## src/hw/csw_pkg.sv

```systemverilog
package csw_pkg;
	// Register offsets, memory-mapped view above the socket base
	localparam logic [11:0] CSW_OFS_FLAGS = 12'h804;
	localparam logic [11:0] CSW_OFS_CONFIG = 12'h805;
	localparam logic [11:0] CSW_OFS_WIN_EN = 12'h806;
	// Legacy per-socket offsets, low byte of the legacy window
	localparam logic [7:0] CSW_LEG_FLAGS = 8'h04;
	localparam logic [7:0] CSW_LEG_CONFIG = 8'h05;
	localparam logic [7:0] CSW_LEG_WIN_EN = 8'h06;
	localparam logic [7:0] CSW_LEG_SOCKET_A = 8'h00;
	localparam logic [7:0] CSW_LEG_SOCKET_B = 8'h40;
	// Configuration register fields
	localparam int CSW_SEL_MSB = 7;
	localparam int CSW_SEL_LSB = 4;
	localparam int CSW_CD_EN_BIT = 3;
	localparam int CSW_READY_EN_BIT = 2;
	localparam int CSW_BWARN_EN_BIT = 1;
	localparam int CSW_BDEAD_EN_BIT = 0;
	localparam logic [3:0] CSW_SEL_NONE = 4'h0;
	localparam logic [3:0] CSW_SEL_SMI = 4'h2;
	// Window enable register fields
	localparam int CSW_IO_WIN_LSB = 6;
	localparam int CSW_RSVD_BIT = 5;
	localparam logic [7:0] CSW_WIN_EN_WMASK = 8'hDF;
	// Reset values
	localparam logic [7:0] CSW_CONFIG_RST = 8'h00;
	localparam logic [7:0] CSW_WIN_EN_RST = 8'h00;
	localparam logic [3:0] CSW_FLAGS_RST = 4'h0;
	// Idle pin levels: card detect pins high, the rest low
	localparam logic [4:0] CSW_PINS_IDLE = 5'h18;

	typedef struct packed {
		logic [11:0] addr;
		logic legacy;
		logic wr;
		logic rd;
		logic [7:0] wdata;
	} csw_req_type;

	typedef struct packed {
		logic card_detect_a_n;
		logic card_detect_b_n;
		logic ready;
		logic battery_warn;
		logic card_status_change_pin;
	} csw_pins_type;

	typedef struct packed {
		logic pci;
		logic smi;
		logic [15:0] irq;
	} csw_irq_type;
endpackage

```

## src/hw/csw_socket_ctrl.sv

```systemverilog
`timescale 1ns/1ps
// Contract
// - Select 0000 with the diagnostic PCI bit set sends status change to PCI, route bit ignored.
// - Select 0000 with the diagnostic bit clear drives no legacy line; PCI only if route bit set.
// - Config bits 7-4 are the line select; 0010 means SMI, 0000 is the default with no line.
// - Other nonzero select codes drive IRQ n where n is the code value.
// - Config bit 3 lets card detect changes raise a status change; default off.
// - Config bit 2 lets a READY rising edge raise a status change; default off.
// - Config bit 1 lets battery warning raise a status change; default off.
// - Config bit 0 lets battery dead or status-change pin raise a status change; default off.
// - No card cycle is claimed through a window whose enable bit is 0.
// - Window enable bits 7 and 6 enable I/O windows 1 and 0; default off.
// - Window enable bits 4 to 0 enable memory windows 4 to 0; default off.
// - Window enable bit 5 is read-only and reads 0.
// - The window enable register reads 00h after reset.
// - Window enable sits at legacy 06h or 46h and at 806h above the socket base.
// - Route bit set sends status change to PCI; clear means the line select decides.
// - A flag whose source is disabled reads 0; enabled sources set their flag on the event.
module csw_socket_ctrl #(
	parameter logic [7:0] LEGACY_BASE = csw_pkg::CSW_LEG_SOCKET_A
) (
	// Clock and reset
	input wire logic i_mclk,
	input wire logic i_rstn,
	// Register access
	input wire csw_pkg::csw_req_type i_req,
	output logic [7:0] o_reg_rdata,
	// Card pins, asynchronous
	input wire csw_pkg::csw_pins_type i_pins,
	// Routing bits kept elsewhere in the controller
	input wire logic i_status_change_pci_route,
	input wire logic i_diag_status_change_pci,
	// Window hits from the address decoders
	input wire logic [1:0] i_io_win_hit,
	input wire logic [4:0] i_mem_win_hit,
	output logic [1:0] o_io_win_claim,
	output logic [4:0] o_mem_win_claim,
	// Status-change interrupt outputs
	output csw_pkg::csw_irq_type o_irq
);
	import csw_pkg::*;

	csw_pins_type sync1_q, sync2_q, prev_q;
	logic [7:0] config_q, config_d;
	logic [7:0] win_en_q, win_en_d;
	logic [3:0] flags_q, flags_d;
	logic [7:0] rdata_q, rdata_d;
	logic [3:0] enables, events, flags_rd;
	logic hit_flags, hit_config, hit_win_en, any_flag;
	logic [3:0] sel;

	// Two-stage synchroniser, then one delayed copy for edge detection
	always_ff @(posedge i_mclk or negedge i_rstn) begin
		if (!i_rstn) begin
			// Idle levels, so that leaving reset shows no false pin edge
			sync1_q <= csw_pins_type'(CSW_PINS_IDLE);
			sync2_q <= csw_pins_type'(CSW_PINS_IDLE);
			prev_q <= csw_pins_type'(CSW_PINS_IDLE);
		end else begin
			sync1_q <= i_pins;
			sync2_q <= sync1_q;
			prev_q <= sync2_q;
		end
	end

	// Either socket view reaches the same registers
	always_comb begin
		hit_flags = i_req.legacy ? (i_req.addr[7:0] == (LEGACY_BASE | CSW_LEG_FLAGS))
			: (i_req.addr == CSW_OFS_FLAGS);
		hit_config = i_req.legacy ? (i_req.addr[7:0] == (LEGACY_BASE | CSW_LEG_CONFIG))
			: (i_req.addr == CSW_OFS_CONFIG);
		hit_win_en = i_req.legacy ? (i_req.addr[7:0] == (LEGACY_BASE | CSW_LEG_WIN_EN))
			: (i_req.addr == CSW_OFS_WIN_EN);
	end

	always_comb begin
		enables = config_q[3:0];
		events[CSW_CD_EN_BIT] = (sync2_q.card_detect_a_n != prev_q.card_detect_a_n) ||
			(sync2_q.card_detect_b_n != prev_q.card_detect_b_n);
		events[CSW_READY_EN_BIT] = sync2_q.ready && !prev_q.ready;
		events[CSW_BWARN_EN_BIT] = sync2_q.battery_warn && !prev_q.battery_warn;
		events[CSW_BDEAD_EN_BIT] = sync2_q.card_status_change_pin &&
			!prev_q.card_status_change_pin;
		flags_rd = flags_q & enables;
		config_d = config_q;
		win_en_d = win_en_q;
		flags_d = flags_q;
		if (i_req.wr && hit_config) begin
			config_d = i_req.wdata;
		end
		if (i_req.wr && hit_win_en) begin
			win_en_d = i_req.wdata & CSW_WIN_EN_WMASK;
		end
		if (i_req.wr && hit_flags) begin
			flags_d = flags_q & ~i_req.wdata[3:0];
		end
		// Set wins over a clear in the same cycle; masking with the enables about
		// to take effect keeps a disabled source from holding a flag
		flags_d = (flags_d | (events & enables)) & config_d[3:0];
		rdata_d = rdata_q;
		if (i_req.rd) begin
			if (hit_flags) begin
				rdata_d = {4'h0, flags_rd};
			end else if (hit_config) begin
				rdata_d = config_q;
			end else if (hit_win_en) begin
				rdata_d = win_en_q & CSW_WIN_EN_WMASK;
			end else begin
				rdata_d = 8'h00;
			end
		end
	end

	always_ff @(posedge i_mclk or negedge i_rstn) begin
		if (!i_rstn) begin
			config_q <= CSW_CONFIG_RST;
			win_en_q <= CSW_WIN_EN_RST;
			flags_q <= CSW_FLAGS_RST;
			rdata_q <= 8'h00;
		end else begin
			config_q <= config_d;
			win_en_q <= win_en_d;
			flags_q <= flags_d;
			rdata_q <= rdata_d;
		end
	end

	assign o_reg_rdata = rdata_q;

	// Claims only pass through enabled windows
	assign o_io_win_claim = i_io_win_hit & win_en_q[CSW_IO_WIN_LSB +: 2];
	assign o_mem_win_claim = i_mem_win_hit & win_en_q[4:0];

	assign sel = config_q[CSW_SEL_MSB:CSW_SEL_LSB];
	assign any_flag = |flags_rd;

	always_comb begin
		o_irq.pci = any_flag && (i_status_change_pci_route ||
			(sel == CSW_SEL_NONE && i_diag_status_change_pci));
		o_irq.smi = any_flag && !i_status_change_pci_route && (sel == CSW_SEL_SMI);
		o_irq.irq = 16'h0000;
		if (any_flag && !i_status_change_pci_route && sel != CSW_SEL_NONE &&
			sel != CSW_SEL_SMI) begin
			o_irq.irq[sel] = 1'b1;
		end
	end
endmodule // csw_socket_ctrl

```

## config.mk

```make
export PLATFORM = sky130hd
export DESIGN_NAME = csw_socket_ctrl
export DESIGN_NICKNAME = d
export VERILOG_FILES = /design/src/hw/csw_pkg.sv /design/src/hw/csw_socket_ctrl.sv
export SDC_FILE = /design/constraint.sdc
export NUM_CORES = 1
export LEC_CHECK = 0
export BUFFER_PORTS_ARGS = -buffer_cell sky130_fd_sc_hd__buf_2
export CAP_MARGIN = 5
export CORE_ASPECT_RATIO = 0.7
export CORE_MARGIN = 2
export CORE_UTILIZATION = 51
export CTS_BUF_LIST = sky130_fd_sc_hd__clkbuf_8
export CTS_CLUSTER_DIAMETER = 60
export DETAILED_ROUTE_END_ITERATION = 10
export PLACE_DENSITY = 0.89
export SYNTH_ARGS = -nofsm -noshare
export SYNTH_HDL_FRONTEND = slang
export SYNTH_SLANG_ARGS = --single-unit
```

## constraint.sdc

```tcl
create_clock -name i_mclk -period 1.4 [get_ports i_mclk]
set_clock_uncertainty 0.05 [all_clocks]
set_input_delay 0.14 -clock i_mclk [delete_from_list [all_inputs] [get_ports i_mclk]]
set_output_delay 0.14 -clock i_mclk [all_outputs]
set_load 0.005 [all_outputs]
```

==> results.sh, run 1 <==
export IMPL_hold_depth=2
export IMPL_drive_gt1_frac=0.517
export IMPL_clock_tree_root_cell="clkbuf_8"
export IMPL_remaining_drc_errors=0
export IMPL_place_area_um2=2450
export IMPL_p_sw_mw=0.649
export IMPL_worstHoldEndpoint="config_q[5]"
export IMPL_ys_ff_latch=42
export IMPL_viasPerCell=5.50
export IMPL_postLayoutCellArea_um2=2810
export IMPL_drt_wl_total_um=5800
export IMPL_nets=324
export IMPL_r2r_end="o_reg_rdata[0]"
export IMPL_cts_tree="yes"
export IMPL_cpPeakStageDelay_ns=0.40
export IMPL_fp_dieW_um=78.1
export IMPL_nFillCells=216
export IMPL_grt_overflow=0
export IMPL_vdd_drop_max_mv=0.946
export IMPL_end_kind="output pin"
export IMPL_vias=1847
export IMPL_path_cells="a22oi_2, a21oi_2, nand3b_1, nor2_1, buf_2"
export IMPL_drt_iter0_drc=173
export IMPL_power_internal_mw=2.19
export IMPL_synth_warnings=0
export IMPL_fin_crit_sh=1.30
export IMPL_hp_start="i_req[5]"
export IMPL_grt_start_max_net_pins=43
export IMPL_grt_usage=0.244
export IMPL_hold_path_class="in -> reg"
export IMPL_avgSynthCellArea_um2=10.8
export IMPL_cp_max_fo=4
export IMPL_post_route_min_period_ns=1.82
export IMPL_die_y_um=55.8
export IMPL_slew_violations=0
export IMPL_clockBufferDepth=2
export IMPL_final_common_cell="buf_2"
export IMPL_initial_core_util=0.543
export IMPL_r2r_start="config_q[0]"
export IMPL_critPathLaunch="config_q[1]"
export IMPL_power_density_nw_per_um2=1010
export IMPL_antenna_found_initial=0
export IMPL_htreeDepth=2
export IMPL_first_pass_iters=5
export IMPL_finalWorstSetupSlack_ns=-0.422
export IMPL_ys_seq_area_frac=0.541
export IMPL_worstPathArrival_ns=1.63
export IMPL_finalSetupTns_ns=-5.19
export IMPL_place_gp_congestion=0.838
export IMPL_cts_sinks=42
export IMPL_port_buffer_count=69
export IMPL_synth_distinct_cells=33
export IMPL_n_antenna_cell=0
export IMPL_combPwrFrac=0.130
export IMPL_post_route_util=0.780
export IMPL_ant_nets=0
export IMPL_rsz0062_at_grt="yes"
export IMPL_fmax_mhz=549
export IMPL_clk_latency_ns=0.30
export IMPL_hpwl_um=3600
export IMPL_p_seq_frac=0.466
export IMPL_core_um2=3600
export IMPL_swShare=0.229
export IMPL_max_cap_viol_count=0
export IMPL_grt_pass1_vias=1652
export IMPL_numCtsBuffers=5
export IMPL_layout_common_cells="buf_2 (69), dfrtp_1 (32), buf_4 (29)"
export IMPL_rr_worst_depth=6
export IMPL_syn_inst=181
export IMPL_critPathKind="reg -> out"
export IMPL_pre_cts_ws_ns=-0.225
export IMPL_crit_required_ns=1.21
export IMPL_synthToLayoutAreaGrowth_pct=43.5
export IMPL_crit_path_start_kind="flop"
export IMPL_hold_violations=0
export IMPL_power_leakage_nw=1.38
export IMPL_clk_pin_slew_ns=0.08
export IMPL_clockPowerShare=0.404
export IMPL_failed_checks="setup timing"
export IMPL_grt_pass1_wl_um=8150
export IMPL_fp_row_count=18
export IMPL_critPathSlowestCell="dfrtp_1"
export IMPL_finalSetupViolCount=16
export IMPL_status="complete, but fails checks"
export IMPL_dieArea_um2=4360
export IMPL_io_pins=72
export IMPL_routedWlPerCell_um=17.3
export IMPL_netlist_area_um2=1960
export IMPL_rrSetupSlack_ns=0.20
## cell usage after synthesis
| cell | n | area [um^2] |
|---|---|---|
| o2111ai_1 | 2 | 17.5 |
| buf_4 | 3 | 22.5 |
| o21ba_2 | 3 | 30.0 |
| nand2_1 | 7 | 26.3 |
| nand3b_1 | 2 | 15.0 |
| dfstp_2 | 6 | 158 |
| nor2_1 | 20 | 75.1 |
| and2b_1 | 1 | 7.51 |
| o22ai_1 | 8 | 50.1 |
| o2111a_1 | 1 | 11.3 |
| mux2_4 | 7 | 105 |
| and2_1 | 7 | 43.8 |
| nand2b_1 | 5 | 31.3 |
| nor3_1 | 7 | 35.0 |
| nor4b_4 | 2 | 47.6 |
| buf_2 | 4 | 20.0 |
| o2111ai_2 | 1 | 15.0 |
| inv_1 | 13 | 48.8 |
| mux2_2 | 4 | 45.0 |
| dfrtp_1 | 36 | 901 |
| xnor2_1 | 2 | 17.5 |
| a31oi_1 | 3 | 18.8 |
| clkbuf_1 | 2 | 7.51 |
| o21ai_0 | 7 | 35.0 |
| nor2b_1 | 2 | 12.5 |
| a21oi_1 | 13 | 65.1 |
| buf_6 | 1 | 11.3 |
| nand3_1 | 2 | 10.0 |
| conb_1 | 1 | 3.75 |
| nor3b_1 | 2 | 15.0 |
| nor2b_2 | 1 | 8.76 |
| mux2i_1 | 1 | 10.0 |
| a22oi_1 | 5 | 37.5 |
## through the flow
step | total power [mW] | hold WS, ns | instances
floorplan | 1.46 | -0.206 | 182
global placement | 1.61 | 0.0742 | 308
detailed placement | 1.62 | 0.0749 | 308
CTS | 2.79 | 0.0229 | 325
global route | 2.94 | 0.0225 | 336
finish | 2.83 | 0.0229 | 336
## flip-flops by register name, summed over array words and instances (netlist names)
register	flops
sync2_q	5
flags_q	4
prev_q	5
win_en_q	7
sync1_q	5
config_q	8
o_reg_rdata	8
## area by class of cell
| cell class | count | area [um^2] | area share |
|---|---|---|---|
| Sequential cell | 42 | 1060 | 0.378 |
| Timing Repair Buffer | 106 | 648 | 0.231 |
| Clock inverter | 3 | 68.8 | 0.0245 |
| Clock buffer | 5 | 68.8 | 0.0245 |
| Multi-Input combinational cell | 117 | 850 | 0.302 |
| Inverter | 13 | 48.8 | 0.0174 |
| Tap cell | 50 | 62.6 | 0.0223 |
## logic make-up (layout without fill, tap and decap cells)
group | Yosys count | after routing | synth area share
AND/OR/NAND/NOR | 58 | 58 | 0.167
AO/OA/AOI/OAI | 43 | 43 | 0.143
flip-flops | 42 | 42 | 0.541
buffers and inverters | 23 | 127 | 0.0562
multiplexers | 12 | 12 | 0.0818
XOR/XNOR | 2 | 2 | 0.00895
other | 1 | 2 | 0.00192
## worst max-delay path: cells and delay by family (launching register included)
kind	cells	cell delay [ns]
DFF	1	0.40
and+or+nand+nor	2	0.42
AOI/OAI and AO/OA	2	0.37
buffers and inverters	1	0.14
## how the worst max path moves through the flow
stage | to | cells past startpoint
final | o_irq[5] | 5
after global routing | o_irq[5] | 5
after CTS | o_irq[4] | 5
after detailed placement | win_en_q[3] | 6
after global placement | win_en_q[3] | 6
after floorplan | win_en_q[0] | 5
## power groups by stage
stage,combinational [mW],clock (mW),sequential [mW]
4_1_cts,0.323,1.15,1.32
3_3_place_gp,0.275,0,1.33
5_1_grt,0.398,1.22,1.32
3_5_place_dp,0.284,0,1.34
6_report,0.369,1.15,1.32
2_1_floorplan,0.141,0,1.32
## metal layers
layer  global-route usage  routed length (um)  share of wire
met5                    0                   0              0
met2                0.432                2810           0.48
met3               0.0731                 532          0.092
met4               0.0376                 154          0.027
met1                0.303                2310           0.40
## timing repair
action,4_1_cts,5_1_grt
pin swaps,6,17
gates cloned,0,0
buffers inserted,3,11
hold buffers,6,0
hold endpoints to repair,47,0
setup endpoints to repair,16,20
resized for setup,6,12
Power figures use the tool's default switching activity.
==> inputs of run 2 (changes only) <==
--- a/config.mk
+++ b/config.mk
@@ -9,11 +9,11 @@
 export CAP_MARGIN = 5
 export CORE_ASPECT_RATIO = 0.7
 export CORE_MARGIN = 2
-export CORE_UTILIZATION = 51
-export CTS_BUF_LIST = sky130_fd_sc_hd__clkbuf_8
+export CORE_UTILIZATION = 49
+export CTS_BUF_LIST = sky130_fd_sc_hd__clkbuf_16
 export CTS_CLUSTER_DIAMETER = 60
 export DETAILED_ROUTE_END_ITERATION = 10
-export PLACE_DENSITY = 0.89
+export PLACE_DENSITY = 0.86
 export SYNTH_ARGS = -nofsm -noshare
 export SYNTH_HDL_FRONTEND = slang
 export SYNTH_SLANG_ARGS = --single-unit
==> run 2 against run 1 <==
Compared with the run above:
- the run still ends with setup timing left
- first-iteration DRC count shrank 42%
- combinational power decreased by 11%
- count of clock-buffer cells in the layout unchanged
- sequential power hardly changed
==> results.sh, run 2 (synthesis results as in run 1) <==
export IMPL_clk_pin_slew_ns=0.05
export IMPL_n_antenna_cell=0
export IMPL_finalSetupViolCount=16
export IMPL_hold_violations=0
export IMPL_fin_crit_sh=1.20
export IMPL_drt_wl_total_um=4840
export IMPL_worstPathArrival_ns=1.49
export IMPL_crit_path_start_kind="flop"
export IMPL_htreeDepth=2
export IMPL_grt_pass1_vias=1606
export IMPL_port_buffer_count=69
export IMPL_die_y_um=56.9
export IMPL_critPathLaunch="config_q[0]"
export IMPL_first_pass_iters=4
export IMPL_multiInputGateArea_um2=867
export IMPL_cp_max_fo=4
export IMPL_failed_checks="setup timing"
export IMPL_clockBufferDepth=2
export IMPL_fp_dieW_um=79.6
export IMPL_cts_tree="yes"
export IMPL_io_pins=72
export IMPL_r2r_start="flags_q[3]"
export IMPL_slew_violations=0
export IMPL_pre_cts_ws_ns=-0.280
export IMPL_worstSetupEndpoint="o_irq[4]"
export IMPL_layout_common_cells="buf_2 (67), dfrtp_1 (32), nor2_1 (19)"
export IMPL_numCtsBuffers=5
export IMPL_initial_core_util=0.505
export IMPL_max_cap_viol_count=0
export IMPL_synthToLayoutAreaGrowth_pct=40.7
export IMPL_core_um2=3870
export IMPL_cts_sinks=42
export IMPL_power_leakage_nw=1.33
export IMPL_placed_cells=305
export IMPL_stdcell_count=325
export IMPL_clock_tree_root_cell="clkbuf_16"
export IMPL_critPathKind="reg -> out"
export IMPL_postLayoutCellArea_um2=2760
export IMPL_r2r_end="o_reg_rdata[3]"
export IMPL_place_area_um2=2410
export IMPL_power_mw=2.71
export IMPL_nFillCells=264
export IMPL_grt_start_max_net_pins=43
export IMPL_seqCellArea_um2=1060
export IMPL_vias=1703
export IMPL_hpwl_um=3420
export IMPL_rrSetupSlack_ns=0.21
export IMPL_rr_worst_depth=5
export IMPL_end_kind="output pin"
export IMPL_crit_required_ns=1.21
export IMPL_dieArea_um2=4530
export IMPL_post_route_min_period_ns=1.68
export IMPL_hp_start="i_req[5]"
export IMPL_clk_latency_ns=0.28
export IMPL_hold_path_class="in -> reg"
export IMPL_viasPerCell=5.24
export IMPL_final_common_cell="buf_2"
export IMPL_remaining_drc_errors=0
export IMPL_place_gp_congestion=0.841
export IMPL_fmax_mhz=595
export IMPL_power_density_nw_per_um2=985
export IMPL_status="complete, but fails checks"
export IMPL_post_route_util=0.711
export IMPL_ant_nets=0
export IMPL_routedWlPerCell_um=14.9
export IMPL_antenna_found_initial=0
export IMPL_nets=311
export IMPL_drive_gt1_frac=0.480
export IMPL_vdd_drop_max_mv=0.736
export IMPL_drt_iter0_drc=100
export IMPL_grt_overflow=0
export IMPL_grt_usage=0.213
export IMPL_finalWorstSetupSlack_ns=-0.279
export IMPL_grt_pass1_wl_um=7290
export IMPL_fp_row_count=19
export IMPL_rsz0062_at_grt="yes"
[run 2: cell types whose count changed in the layout (fill, tap and decap cells not counted), sizes merged]
cell / delta
buf: -12
bufinv: -2
clkbuf: -1
clkinv: +1
inv: +1
[run 2: worst min-delay path by stage]
stage          cells after the start           to
4_1_cts                            2  config_q[5]
3_5_place_dp                       2  config_q[7]
6_report                           2  config_q[5]
2_1_floorplan                      0  config_q[0]
5_1_grt                            2  config_q[5]
3_3_place_gp                       2  config_q[7]
[run 2: through the flow]
stage,setup TNS (ns),hold slack [ns]
after floorplan,0,-0.206
after CTS,-2.74,0.0478
final,-3.53,0.0463
after global routing,-4.94,0.0554
after detailed placement,-4.24,0.0735
after global placement,-3.50,0.0745
[run 2: metal layers]
layer / up-vias / share of wire / track usage / wire length [um]
li1: 803 / - / - / -
met2: 64 / 0.48 / 0.342 / 2330
met3: 9 / 0.072 / 0.0514 / 349
met1: 827 / 0.43 / 0.286 / 2100
met4: 0 / 0.013 / 0.0714 / 63
met5: - / 0 / 0 / 0
[run 2: final cells by class]
class,count,area share
tap,52,0.0236
sequential,42,0.386
multi-input combinational,117,0.315
clock inverter,3,0.00454
clock buffer,5,0.0454
timing repair buffer,93,0.208
inverter,13,0.0177
[run 2: power by group]
group | leakage, nW | total [mW] | internal (mW) | switching, mW
logic | 0.753 | 0.328 | 0.175 | 0.153
clock network | 0.0724 | 1.06 | 0.643 | 0.419
registers | 0.501 | 1.32 | 1.28 | 0.0435
[run 2: what timing repair did]
| item | CTS | global route |
|---|---|---|
| resized for setup | 3 | 20 |
| hold buffers | 6 | 0 |
| endpoints found under the setup margin | 15 | 28 |
| buffers inserted | 2 | 4 |
| hold endpoints to repair | 41 | 0 |
| pin swaps | 2 | 9 |
[run 2: worst max-delay path, cell delays in order, from the launching register on]
cell and delay (ns):
dfrtp_1 0.40, a22oi_2 0.13, a21oi_4 0.21, nand3b_1 0.18, nor3_1 0.16, buf_2 0.14
==> inputs of run 3 (changes only) <==
--- a/config.mk
+++ b/config.mk
@@ -8,7 +8,6 @@
 export BUFFER_PORTS_ARGS = -buffer_cell sky130_fd_sc_hd__buf_2
 export CAP_MARGIN = 5
 export CORE_ASPECT_RATIO = 0.7
-export CORE_MARGIN = 2
 export CORE_UTILIZATION = 49
 export CTS_BUF_LIST = sky130_fd_sc_hd__clkbuf_16
 export CTS_CLUSTER_DIAMETER = 60
==> constraint.sdc (replaced) <==
create_clock -name i_mclk -period 1.8 [get_ports i_mclk]
set_clock_uncertainty 0.05 [all_clocks]
set_input_delay 0.09 -clock i_mclk [delete_from_list [all_inputs] [get_ports i_mclk]]
set_output_delay 0.09 -clock i_mclk [all_outputs]
set_load 0.005 [all_outputs]
==> run 3 against run 2 <==
Compared with the run above:
- the run now ends clean
- largest power group unchanged
- sequential share of layout area is 1.6 points higher
- critical path type unchanged
- sequential power is 22% lower
- non-clock buffer count is 5 lower
- critical endpoint is now o_irq[11]
- utilization is 0.54 points higher
- first-iteration DRC count is 46% higher
- register-to-register slack better by 0.38 ns
- hold slack worse by 0.046 ns
- clock power is 19% lower
- power is 22% lower
==> results.sh, run 3 (synthesis results as in run 1) <==
export IMPL_status="finished, final reports clean"
export IMPL_crit_path_start_kind="flop"
export IMPL_worst_slew_pin_slew_ns=0.903
export IMPL_layout_common_cells="buf_2 (69), dfrtp_1 (36), nor2_1 (20)"
export IMPL_drt_iter0_drc=146
export IMPL_final_common_cell="buf_2"
export IMPL_htreeDepth=2
export IMPL_hpwl_um=3450
export IMPL_io_pins=72
export IMPL_grt_pass1_wl_um=7470
export IMPL_antenna_found_initial=0
export IMPL_initial_core_util=0.533
export IMPL_clockBufferDepth=2
export IMPL_power_density_nw_per_um2=807
export IMPL_grt_pass1_vias=1549
export IMPL_worstSetupEndpoint="o_irq[11]"
export IMPL_combPwrFrac=0.111
export IMPL_post_route_util=0.716
export IMPL_fmax_mhz=573
export IMPL_stdcell_count=318
export IMPL_finalSetupViolCount=0
export IMPL_grt_overflow=0
export IMPL_finalWorstSetupSlack_ns=0.0547
export IMPL_synthToLayoutAreaGrowth_pct=34.3
export IMPL_cp_max_fo=4
export IMPL_drive_gt1_frac=0.418
export IMPL_rrSetupSlack_ns=0.59
export IMPL_clockPowerShare=0.405
export IMPL_critPathLaunch="config_q[0]"
export IMPL_placed_cells=296
export IMPL_routedWlPerCell_um=16.0
export IMPL_clk_pin_slew_ns=0.06
export IMPL_max_cap_viol_count=0
export IMPL_viasPerCell=5.48
export IMPL_nFillCells=272
export IMPL_p_sw_mw=0.508
export IMPL_cts_sinks=42
export IMPL_die_y_um=54.9
export IMPL_multiInputGateArea_um2=802
export IMPL_finalSetupTns_ns=0
export IMPL_post_route_min_period_ns=1.75
export IMPL_place_gp_congestion=0.881
export IMPL_vias=1742
export IMPL_r2r_start="sync2_q[3]"
export IMPL_p_seq_frac=0.484
export IMPL_power_internal_mw=1.62
export IMPL_worstPathArrival_ns=1.61
export IMPL_drt_wl_total_um=5090
export IMPL_n_antenna_cell=0
export IMPL_fin_crit_sh=0.970
export IMPL_seqCellArea_um2=1060
export IMPL_hold_violations=0
export IMPL_grt_start_max_net_pins=23
export IMPL_fp_row_count=18
export IMPL_rr_worst_depth=4
export IMPL_cts_tree="yes"
export IMPL_clk_latency_ns=0.29
export IMPL_pre_cts_ws_ns=0.204
export IMPL_numCtsBuffers=5
export IMPL_port_buffer_count=69
export IMPL_ant_nets=0
export IMPL_power_leakage_nw=1.28
export IMPL_clock_tree_root_cell="clkbuf_16"
export IMPL_crit_required_ns=1.66
export IMPL_remaining_drc_errors=0
export IMPL_slew_headroom=0.397
export IMPL_core_um2=3670
export IMPL_r2r_end="flags_q[3]"
export IMPL_dieArea_um2=4260
export IMPL_first_pass_iters=4
export IMPL_hold_path_class="in -> reg"
export IMPL_critPathKind="reg -> out"
export IMPL_end_kind="output pin"
export IMPL_fp_dieW_um=77.6
export IMPL_grt_usage=0.243
export IMPL_power_mw=2.12
export IMPL_vdd_drop_max_mv=0.720
export IMPL_swShare=0.239
export IMPL_nets=306
export IMPL_slew_violations=0
run 3: changes by cell type in the layout (fill, tap and decap cells not counted), sizes merged:
cell and delta:
buf -7, dlygate4sd3 +2
run 3: how the worst min path moves through the flow:
stage / endpoint / cells after the start / slack (ns) / from
2_1_floorplan: config_q[0] / 0 / -0.26 / i_rstn
3_5_place_dp: sync1_q[0] / 1 / 0.03 / i_rstn
4_1_cts: win_en_q[7] / 2 / 0.001 / i_req[7]
5_1_grt: win_en_q[7] / 2 / 0.01 / i_req[7]
3_3_place_gp: sync1_q[0] / 1 / 0.02 / i_rstn
6_report: win_en_q[7] / 2 / 0.0008 / i_req[7]
run 3: power by group through the flow:
stage / clock network (mW) / logic (mW) / registers (mW)
after floorplan: 0 / 0.109 / 1.03
after global placement: 0 / 0.193 / 1.04
after detailed placement: 0 / 0.200 / 1.04
after CTS: 0.868 / 0.215 / 1.03
after global routing: 0.897 / 0.258 / 1.03
final: 0.860 / 0.237 / 1.03
run 3: per-layer routing:
metal	global-route usage	part of all wire
met1	0.299	0.41
met2	0.397	0.48
met3	0.0738	0.089
met4	0.135	0.025
met5	0	0
run 3: critical path: stages (launching register included):
cell	delay (ns)
dfrtp_1	0.39
a22oi_1	0.30
a21oi_2	0.13
nand3b_1	0.19
buf_4	0.15
nor2_1	0.03
buf_2	0.13
run 3: final cells by class:
type / instances / area share
clock inverters: 3 / 0.00476
well taps: 50 / 0.0238
clock buffers: 5 / 0.0476
multi-input cells: 117 / 0.305
repair buffers: 88 / 0.198
flip-flops and latches: 42 / 0.402
inverters: 13 / 0.0186
run 3: per-stage QoR:
step           hold slack (ns)  area, um^2
2_1_floorplan           -0.256        1960
3_3_place_gp            0.0207        2360
3_5_place_dp            0.0301        2360
4_1_cts                0.00140        2580
5_1_grt                0.00976        2630
6_report              0.000775        2630
run 3: what timing repair did:
item	in CTS	in global routing
hold buffers	8	0
setup endpoints to repair	0	11
setup buffers	0	6
endpoints found under the hold margin	27	0
gates resized for setup	0	2
